## src/dac_pkg.sv

```systemverilog
`default_nettype none
package dac_pkg;

  // Register offsets and field positions
  localparam logic [7:0] REG_CHAN     = 8'h04;
  localparam logic [7:0] REG_PINS     = 8'h06;
  localparam int         BIT_FWD_EN   = 0;
  localparam int         BIT_REV_EN   = 1;
  localparam int         BIT_LOCKED   = 7;
  localparam int         BIT_P0_LEVEL = 0;
  localparam int         BIT_P0_DRIVE = 1;
  localparam int         BIT_P1_LEVEL = 2;
  localparam int         BIT_P1_DRIVE = 3;
  localparam int         BIT_SKEW_DIS = 7;

  // Values after reset
  localparam logic       RST_FWD_EN   = 1'b1;
  localparam logic       RST_REV_EN   = 1'b1;
  localparam logic       RST_DRIVE    = 1'b1;
  localparam logic       RST_SKEW_DIS = 1'b0;

  // Timing
  localparam int CLK_KHZ        = 40000;
  localparam int REV_HOLD_US    = 350;
  localparam int REV_HOLD_CYC   = (REV_HOLD_US * CLK_KHZ + 999) / 1000;
  localparam int MAX_RATE_KBPS  = 1000;
  localparam int MIN_BIT_CYC    = CLK_KHZ / MAX_RATE_KBPS;

  // Output group delays in quarter nanoseconds
  localparam logic [2:0] SKEW_G0   = 3'h0;
  localparam logic [2:0] SKEW_G1   = 3'h2;
  localparam logic [2:0] SKEW_G2   = 3'h4;
  localparam logic [2:0] SKEW_G3   = 3'h6;
  localparam logic [2:0] SKEW_PCLK = 3'h3;

  typedef struct packed {
    logic [2:0] grp0;
    logic [2:0] grp1;
    logic [2:0] grp2;
    logic [2:0] grp3;
    logic [2:0] pclk;
  } dac_skew_type;

  typedef struct packed {
    logic       wr;
    logic       rd;
    logic [7:0] addr;
    logic [7:0] wdata;
  } dac_bus_type;

endpackage : dac_pkg
`default_nettype wire

```

## src/dac_aux_control.sv

```systemverilog
// Our own choices: the register addresses and the plain strobed port.
`default_nettype none
// Operation
// With the serializer side-select low and ours high, both directions carry traffic at once.
// There is no arbitration on the control link and no acknowledge is made for a collision.
// Register 0x04 bits 1 and 0 gate the reverse and forward channels; clear stops all traffic.
// A change of either side-select pin in dual mode restarts the link in the new startup state.
// The reverse channel is held off for 350 us after every link start or stop.
// The controller changes the control bit rate by less than 3.5 times per step.
// After an unclean pixel clock change the host halts the clock 5 us or toggles serialization.
// The lock output is high only while the video link is locked, never for config link only.
// Reverse signalling works with no forward link, so the looped lock reaches the far interrupt.
// Two open-drain pins are driven from register 0x06 bits 3 and 1.
// Pin input buffers stay on and levels read at register 0x06 bits 2 and 0.
// Software writes a drive bit to 1 before using that pin as an input.
// Output skewing is on by default and register 0x06 bit 7 turns it off.
// Skewed groups delay 0, 0.5, 1, 1.5 ns and pixel clock 0.75 ns, else all zero.
// Peripheral I2C and UART traffic runs at up to 1 Mbps.
// Both pin drive bits reset to 1 so the pins are released.
// Both channel enable bits reset to 1.
module dac_aux_control #(
  parameter int REV_HOLD_CYC = dac_pkg::REV_HOLD_CYC
) (
  input  wire logic               clk_i,
  input  wire logic               sys_rst_i,
  input  wire logic [7:0]         addr_i,
  input  wire logic [7:0]         wdata_i,
  input  wire logic               wr_i,
  input  wire logic               rd_i,
  output logic [7:0]              rdata_o,
  input  wire logic               ser_side_select_i,
  input  wire logic               host_side_select_i,
  output logic                    dual_mode_o,
  output logic                    restart_o,
  input  wire logic               link_active_i,
  input  wire logic               video_locked_i,
  input  wire logic               config_link_i,
  output logic                    lock_o,
  input  wire logic               int_i,
  output logic                    rev_int_o,
  output logic                    rev_avail_o,
  input  wire logic               fwd_uart_i,
  output logic                    fwd_uart_o,
  input  wire logic               rev_uart_i,
  output logic                    rev_uart_o,
  input  wire logic               pin0_i,
  output logic                    pin0_o,
  output logic                    pin0_oe_o,
  input  wire logic               pin1_i,
  output logic                    pin1_o,
  output logic                    pin1_oe_o,
  output dac_pkg::dac_skew_type   skew_o
);

  localparam int HW = $clog2(REV_HOLD_CYC + 1);
  localparam logic [HW-1:0] HOLD_LOAD = HW'(REV_HOLD_CYC);

  logic          fwd_chan_enable;
  logic          rev_chan_enable;
  logic          pin0_drive;
  logic          pin1_drive;
  logic          pin0_level;
  logic          pin1_level;
  logic          skew_disable;
  logic          ser_sel_q;
  logic          host_sel_q;
  logic          link_q;
  logic [HW-1:0] hold_cnt;
  logic [HW-1:0] next_hold_cnt;

  // Register hit test shared by both decodes
  function automatic logic reg_hit(input logic [7:0] a, input logic [7:0] r);
    return a == r;
  endfunction : reg_hit

  // Address decode; any other address reads as zero and ignores writes
  wire sel_chan = reg_hit(addr_i, dac_pkg::REG_CHAN);
  wire sel_pins = reg_hit(addr_i, dac_pkg::REG_PINS);
  wire wr_chan  = wr_i & sel_chan;
  wire wr_pins  = wr_i & sel_pins;

  // Read data views of both registers
  wire [7:0] chan_view = {lock_o, 5'h00, rev_chan_enable, fwd_chan_enable};
  wire [7:0] pins_view = {skew_disable, 3'h0, pin1_drive, pin1_level, pin0_drive, pin0_level};
  wire [7:0] next_rdata = sel_chan ? chan_view : (sel_pins ? pins_view : 8'h00);

  // Dual-controller mode and side-select change detection
  wire dual_mode   = ~ser_side_select_i & host_side_select_i;
  wire side_change = (ser_side_select_i != ser_sel_q) | (host_side_select_i != host_sel_q);
  // Only a change away from dual mode asks for a restart; other modes start alone
  wire dual_was    = ~ser_sel_q & host_sel_q;

  // Reverse hold-off after link start or stop
  wire link_edge = (link_active_i != link_q);
  assign next_hold_cnt = link_edge ? HOLD_LOAD :
                         ((hold_cnt != '0) ? hold_cnt - HW'(1) : hold_cnt);
  // A link edge inside the hold-off reloads it, so the whole wait is served again
  wire rev_ok = rev_chan_enable & link_active_i & (hold_cnt == '0);

  // Registers written by software
  always_ff @(posedge clk_i or posedge sys_rst_i) begin
    if (sys_rst_i) begin
      fwd_chan_enable <= dac_pkg::RST_FWD_EN;
      rev_chan_enable <= dac_pkg::RST_REV_EN;
      pin0_drive      <= dac_pkg::RST_DRIVE;
      pin1_drive      <= dac_pkg::RST_DRIVE;
      skew_disable    <= dac_pkg::RST_SKEW_DIS;
    end else if (wr_chan) begin
      fwd_chan_enable <= wdata_i[dac_pkg::BIT_FWD_EN];
      rev_chan_enable <= wdata_i[dac_pkg::BIT_REV_EN];
    end else if (wr_pins) begin
      pin0_drive      <= wdata_i[dac_pkg::BIT_P0_DRIVE];
      pin1_drive      <= wdata_i[dac_pkg::BIT_P1_DRIVE];
      skew_disable    <= wdata_i[dac_pkg::BIT_SKEW_DIS];
    end
  end

  // Read port: data stand in the cycle after the strobe only
  always_ff @(posedge clk_i or posedge sys_rst_i) begin
    if (sys_rst_i) begin
      rdata_o <= 8'h00;
    end else begin
      rdata_o <= rd_i ? next_rdata : 8'h00;
    end
  end

  // Pin sampling, always enabled so levels are valid while driving too
  always_ff @(posedge clk_i or posedge sys_rst_i) begin
    if (sys_rst_i) begin
      pin0_level <= 1'b1;
      pin1_level <= 1'b1;
    end else begin
      pin0_level <= pin0_i;
      pin1_level <= pin1_i;
    end
  end

  // Open drain: only ever pull low, release means tristate
  assign pin0_o    = 1'b0;
  assign pin1_o    = 1'b0;
  assign pin0_oe_o = ~pin0_drive;
  assign pin1_oe_o = ~pin1_drive;

  // Link status, side-select history and hold counter
  always_ff @(posedge clk_i or posedge sys_rst_i) begin
    if (sys_rst_i) begin
      ser_sel_q   <= 1'b0;
      host_sel_q  <= 1'b0;
      link_q      <= 1'b0;
      hold_cnt    <= '0;
      dual_mode_o <= 1'b0;
      restart_o   <= 1'b0;
      lock_o      <= 1'b0;
      rev_int_o   <= 1'b0;
      rev_avail_o <= 1'b0;
    end else begin
      ser_sel_q   <= ser_side_select_i;
      host_sel_q  <= host_side_select_i;
      link_q      <= link_active_i;
      hold_cnt    <= next_hold_cnt;
      dual_mode_o <= dual_mode;
      restart_o   <= side_change & dual_was;
      lock_o      <= video_locked_i;
      rev_int_o   <= int_i;
      rev_avail_o <= (link_edge ? 1'b0 : rev_ok);
    end
  end

  // Control UART paths; idle level is high. Both directions run together with
  // no arbitration and no acknowledge, so a collision is simply corrupted.
  // A 25 ns sample is far finer than a 1 us bit, so 1 Mbps passes cleanly.
  always_ff @(posedge clk_i or posedge sys_rst_i) begin
    if (sys_rst_i) begin
      fwd_uart_o <= 1'b1;
      rev_uart_o <= 1'b1;
    end else begin
      fwd_uart_o <= fwd_chan_enable ? fwd_uart_i : 1'b1;
      rev_uart_o <= (rev_ok & ~link_edge) ? rev_uart_i : 1'b1;
    end
  end

  // Output stagger codes; actual delay cells sit in the pad ring
  always_ff @(posedge clk_i or posedge sys_rst_i) begin
    if (sys_rst_i) begin
      skew_o <= '{dac_pkg::SKEW_G0, dac_pkg::SKEW_G1, dac_pkg::SKEW_G2,
                  dac_pkg::SKEW_G3, dac_pkg::SKEW_PCLK};
    end else if (skew_disable) begin
      skew_o <= '{3'h0, 3'h0, 3'h0, 3'h0, 3'h0};
    end else begin
      skew_o <= '{dac_pkg::SKEW_G0, dac_pkg::SKEW_G1, dac_pkg::SKEW_G2,
                  dac_pkg::SKEW_G3, dac_pkg::SKEW_PCLK};
    end
  end
endmodule : dac_aux_control
`default_nettype wire

```

## config.mk

```make
export PLATFORM = sky130hd
export DESIGN_NAME = dac_aux_control
export DESIGN_NICKNAME = d
export VERILOG_FILES = /design/src/dac_pkg.sv /design/src/dac_aux_control.sv
export SDC_FILE = /design/constraint.sdc
export NUM_CORES = 1
export LEC_CHECK = 0
export ABC_AREA = 1
export BUFFER_PORTS_ARGS = -buffer_cell sky130_fd_sc_hd__buf_2
export CAP_MARGIN = 10
export CELL_PAD_IN_SITES_DETAIL_PLACEMENT = 1
export CELL_PAD_IN_SITES_GLOBAL_PLACEMENT = 2
export CORE_ASPECT_RATIO = 1.2
export CORE_MARGIN = 1
export CORE_UTILIZATION = 30
export CTS_CLUSTER_DIAMETER = 80
export DETAILED_ROUTE_END_ITERATION = 6
export PLACE_DENSITY_LB_ADDON = 0.15
export SYNTH_ARGS = -nofsm -noshare
export SYNTH_HDL_FRONTEND = slang
export SYNTH_SLANG_ARGS = --single-unit
```

## constraint.sdc

```tcl
create_clock -name clk_i -period 3.75 [get_ports clk_i]
set_input_delay 0.9375 -clock clk_i [delete_from_list [all_inputs] [get_ports clk_i]]
set_output_delay 0.9375 -clock clk_i [all_outputs]
set_load 0.02 [all_outputs]
```

=== Word level (Yosys, flattened, before mapping) ===
Index checks and enable logic that the tools add are counted.

* Input port bits: 30
* Bits in registers: 54
* Output and inout port bits: 34
* Logic and storage cells: 58

* Bitwise gates (word level): 15
* Reductions and logical operators: 4
* Equality and inequality tests: 5
* Add/subtract/negate cells: 1
* Muxes and demuxes: 9

{| class="wikitable"
|+ Operator list
! kind !! number
|-
| $mux W14 || 2
|-
| $mux W8 || 3
|-
| $eq A8 B3 Y1 const B || 2
|-
| $logic_not A14 Y1 || 1
|-
| $reduce_bool A14 Y1 || 1
|-
| $sub A14 B1 Y14 const B || 1
|-
| $mux W11 || 1
|-
| $and A1 B1 Y1 || 8
|-
| $not A1 Y1 || 6
|-
| $mux W1 || 3
|-
| $ne A1 B1 Y1 || 3
|-
| $reduce_and A2 Y1 || 1
|-
| $reduce_bool A2 Y1 || 1
|-
| $or A1 B1 Y1 || 1
|}

=== Longest topological paths before layout ===
* Depth in word-level cells: 4
* Gate-level depth with buffers: 7
* Gate-level depth less buffers: 7

=== Least setup slack after synthesis ===
Ideal clock, no wire load.

* Kind: reg-to-output
* Start point: register, netlist name skew_o[0]
* End point: output port skew_o[10] (netlist name)
* Buffers on the path: 1
* Data required time: 2.812 ns
* Arrival: 0.767 ns
* Path slack: 2.045 ns
* Stages on the path, launching flop included: 2
* Cell sequence: dfstp_2 buf_4

{| class="wikitable"
|+ RTL lines
! element !! RTL line !! text
|-
| end: declaration || dac_aux_control.sv:52 || <nowiki>output dac_pkg::dac_skew_type skew_o</nowiki>
|}

=== Final worst setup path ===
* Start point: register pin0_drive
* End point: output port pin0_oe_o

* Longest elaborated chain between the ends: 1

{| class="wikitable"
|+ RTL lines
! element !! RTL line !! text
|-
| start: declaration || dac_aux_control.sv:60 || <nowiki>logic pin0_drive;</nowiki>
|-
| start signal: assignment || dac_aux_control.sv:105 || <nowiki>pin0_drive <= dac_pkg::RST_DRIVE;</nowiki>
|-
| start signal: assignment || dac_aux_control.sv:112 || <nowiki>pin0_drive <= wdata_i[dac_pkg::BIT_P0_DRIVE];</nowiki>
|-
| $not A1 Y1 || dac_aux_control.sv:141 || <nowiki>assign pin0_oe_o = ~pin0_drive;</nowiki>
|-
| end: declaration || dac_aux_control.sv:48 || <nowiki>output logic pin0_oe_o,</nowiki>
|}

Every way passes these cells.

==> summary.txt <==
Drt
  – Via count of the routed design: 1,430
  – Number of routed nets with antenna violations: 0
  – Per-cell via count in the routed design: 4.13
  – DRC violations left: 0
  – Total iterations of the first detailed-routing run: 2
  – Total wire length after detailed routing: between 3 and 4 mm
  – Starting DRC count in detailed routing: 27
  – Detail-routed net length per standard cell: ~11 µm

Synth
  – Per-instance average area after synthesis: 8.66 µm²
  – Warnings from Yosys: 0
  – Syn Std Cell Area: approximately 0.0019 mm²
  – Synthesized instance count: 219
  – Synthesized flop and latch total: 37
  – Sequential fraction of the synthesis area: 0.494
  – Number of distinct library cells after synthesis: 29

Clock network
  – Clock tree from TritonCTS: yes
  – Clock slew at reported path FFs: 0.07 ns
  – TritonCTS Sinks: 37
  – H-tree depth: 2
  – CTS Buf Count: 5
  – CTS max path bufs: 2
  – Clock latency on the worst-skew pair: 0.28 ns
  – Setup Fix Bufs, Post-CTS: 0
  – Quantity of gates resized following cts: 0
  – Total of hold buffers inserted after clock tree synthesis: 0
  – Root buffer selected by CTS: sky130_fd_sc_hd__clkbuf_8

STA
  – Setup repair after global routing missed its margin: false
  – Final clock period utilization by the worst path: 0.519
  – Pins Over Slew Limit: 0
  – Total of endpoints with negative setup slack in the final report: 0
  – Final setup skew: 0.00845 ns
  – Final number of hold-violating endpoints: 0
  – Aggregate negative setup slack: 0 ns
  – Achievable frequency: 0.514 GHz
  – Shortest clock period the worst path allows after layout: 1.95 ns

Flow run
  – Max-cap viol count: 0

GRT
  – Pin count of the biggest net entering global routing: 38
  – Wire length of the first global-routing pass: 6.59 mm
  – Overflow after GRT: 0
  – Global routing usage on met2: 0.226
  – Aggregate global-route resource usage: 0.136
  – Gr busiest metal: met2
  – Global routing met1 resource utilization: 0.169
  – Met3 usage: 0.0338
  – Number of antenna violations at the first check in global routing: 0
  – Vias in the first global route: 1,383

Die
  – Std-Cell Rows: 31
  – Number of top-level pins: 64
  – Core Region: 0.00605 mm²
  – Effective utilization at floorplan: 0.313
  – Die span in x: 74.6 µm
  – Die Footprint: 0.00664 mm²
  – Die height: 89.1 µm

Pwr
  – Leak: approximately 1.1 nW
  – Overall power: roughly 0.00088 W
  – Largest voltage drop on the vdd net: between 0.00015 and 0.0002 V
  – Power per Cell Area: between 300 and 400 mW/mm²

Worst setup path
  – Crit path kind: reg2out
  – Arrival time of the worst setup path: between 1 and 1.5 ns
  – Worst Setup Start Kind: flip-flop
  – Required arrival time at the worst endpoint: between 2 and 3 ns
  – Critical path capture point type: output port
  – Critical Path Fanout Max: 3

Layout
  – Filler Cells Inserted: 758
  – Final core utilization: 0.365
  – Synthesis-to-layout area growth: 16.4%
  – Inserted Diodes: 0
  – Share of post-route cells with drive strength above 1: 0.307
  – Nets@finish: 295

Placement
  – Final RePlAce weighted congestion: about 0.72
  – Total of buffers placed on input and output ports: 44
  – Half-perimeter wire length of the detailed placement result: 3.04 mm

Hold path
  – Classification of the worst-slack hold path: reg2reg

Status
  – Result of the run: completed
==> synth_stat cells <==
master	instances	area (µm²)
sky130_fd_sc_hd__a21oi_1	5	25.0
sky130_fd_sc_hd__buf_4	19	143
sky130_fd_sc_hd__buf_6	1	11.3
sky130_fd_sc_hd__conb_1	1	3.75
sky130_fd_sc_hd__dfrtp_1	28	701
sky130_fd_sc_hd__dfstp_2	9	236
sky130_fd_sc_hd__ha_1	1	12.5
sky130_fd_sc_hd__inv_1	35	131
sky130_fd_sc_hd__inv_2	2	7.51
sky130_fd_sc_hd__nand2_1	38	143
sky130_fd_sc_hd__nand2_2	1	6.26
sky130_fd_sc_hd__nand2_4	2	22.5
sky130_fd_sc_hd__nand3_1	18	90.1
sky130_fd_sc_hd__nand3_2	2	20.0
sky130_fd_sc_hd__nand3_4	1	17.5
sky130_fd_sc_hd__nand3b_1	1	7.51
sky130_fd_sc_hd__nand4_1	6	37.5
sky130_fd_sc_hd__nor2_1	23	86.3
sky130_fd_sc_hd__nor2_2	3	18.8
sky130_fd_sc_hd__nor2_4	2	22.5
sky130_fd_sc_hd__nor2_8	1	20.0
sky130_fd_sc_hd__nor3_1	2	10.0
sky130_fd_sc_hd__nor3b_1	2	15.0
sky130_fd_sc_hd__nor4_2	1	12.5
sky130_fd_sc_hd__o21ai_0	5	25.0
sky130_fd_sc_hd__o21ai_1	3	15.0
sky130_fd_sc_hd__o21bai_1	1	7.51
sky130_fd_sc_hd__or2_2	5	31.3
sky130_fd_sc_hd__xor2_2	1	16.3
==> power breakdown <==
group          switching [W]  internal (W)
clock               0.000136      0.000146
sequential         0.0000192      0.000426
combinational       0.000101     0.0000505
==> layout make-up <==
type,count,area (µm²),share of cell area
repair buffers,45,228,0.103
clock buffers,7,86.3,0.0391
multi-input cells,138,714,0.324
well taps,82,103,0.0465
inverters,37,139,0.0629
flip-flops and latches,37,937,0.425
==> worst paths after layout <==
path                             start          end  slack, ns  depth (start not counted)
max in group asynchronous    sys_rst_i   fwd_uart_o       2.63                          3
max reg2reg                hold_cnt[0]  hold_cnt[7]       2.25                          7
min                          ser_sel_q    restart_o       0.41                          1
min in group asynchronous    sys_rst_i  hold_cnt[3]       0.75                          3
max                         pin0_drive    pin0_oe_o       1.80                          2
min reg2reg                  ser_sel_q    restart_o       0.41                          1
==> per-stage QoR <==
step	worst slack [ns]	instance area [µm²]	std cells	hold WS (ns)
after floorplan	1.99	1940	232	0.383
after global placement	1.78	2120	339	0.386
after detailed placement	1.78	2120	339	0.400
after CTS	1.78	2210	346	0.410
after global routing	1.75	2210	346	0.425
final	1.80	2210	346	0.407
==> critical path: stages (launching register included) <==
cell and delay, ns:
sky130_fd_sc_hd__dfstp_2 0.55, sky130_fd_sc_hd__inv_1 0.04, sky130_fd_sc_hd__buf_2 0.15
==> cell usage in the layout (no fill, tap or decap), types with 3 or more instances in the layout <==
cell type and instances:
sky130_fd_sc_hd__dfstp_2 9, sky130_fd_sc_hd__dfrtp_1 28, sky130_fd_sc_hd__nor2_1 23, sky130_fd_sc_hd__or2_2 5, sky130_fd_sc_hd__nand2_1 38, sky130_fd_sc_hd__nand4_1 6
sky130_fd_sc_hd__nor2_2 3, sky130_fd_sc_hd__buf_2 44, sky130_fd_sc_hd__nand3_1 18, sky130_fd_sc_hd__o21ai_1 3, sky130_fd_sc_hd__a21oi_1 5, sky130_fd_sc_hd__conb_1 14
sky130_fd_sc_hd__clkbuf_8 6, sky130_fd_sc_hd__o21ai_0 5, sky130_fd_sc_hd__inv_1 35
==> kinds of logic (layout without fill, tap and decap cells) <==
kind of cell | count (synthesis) | after routing | share of synthesized area
compound gates | 14 | 14 | 0.0383
buf+inv | 57 | 89 | 0.154
xor+xnor | 1 | 1 | 0.00858
simple gates | 108 | 108 | 0.296
flops | 37 | 37 | 0.494
fa+ha+maj | 1 | 1 | 0.00660
other cells | 1 | 14 | 0.00198
==> registers in the layout (all words and copies together) (netlist names) <==
signal	flops
fwd_uart_o	1
rev_int_o	1
restart_o	1
skew_o	1
rev_chan_enable	1
rev_avail_o	1
fwd_chan_enable	1
pin0_level	1
skew_disable	1
host_sel_q	1
lock_o	1
link_q	1
pin1_drive	1
hold_cnt	14
pin1_level	1
pin0_drive	1
ser_sel_q	1
rev_uart_o	1
rdata_o	5
dual_mode_o	1
==> routing by layer <==
layer,vias up,part of all wire
met4,0,0.013
met5,-,0
met1,661,0.44
met3,5,0.047
li1,733,-
met2,31,0.50
Note: power is estimated with default switching activity, not from simulation.
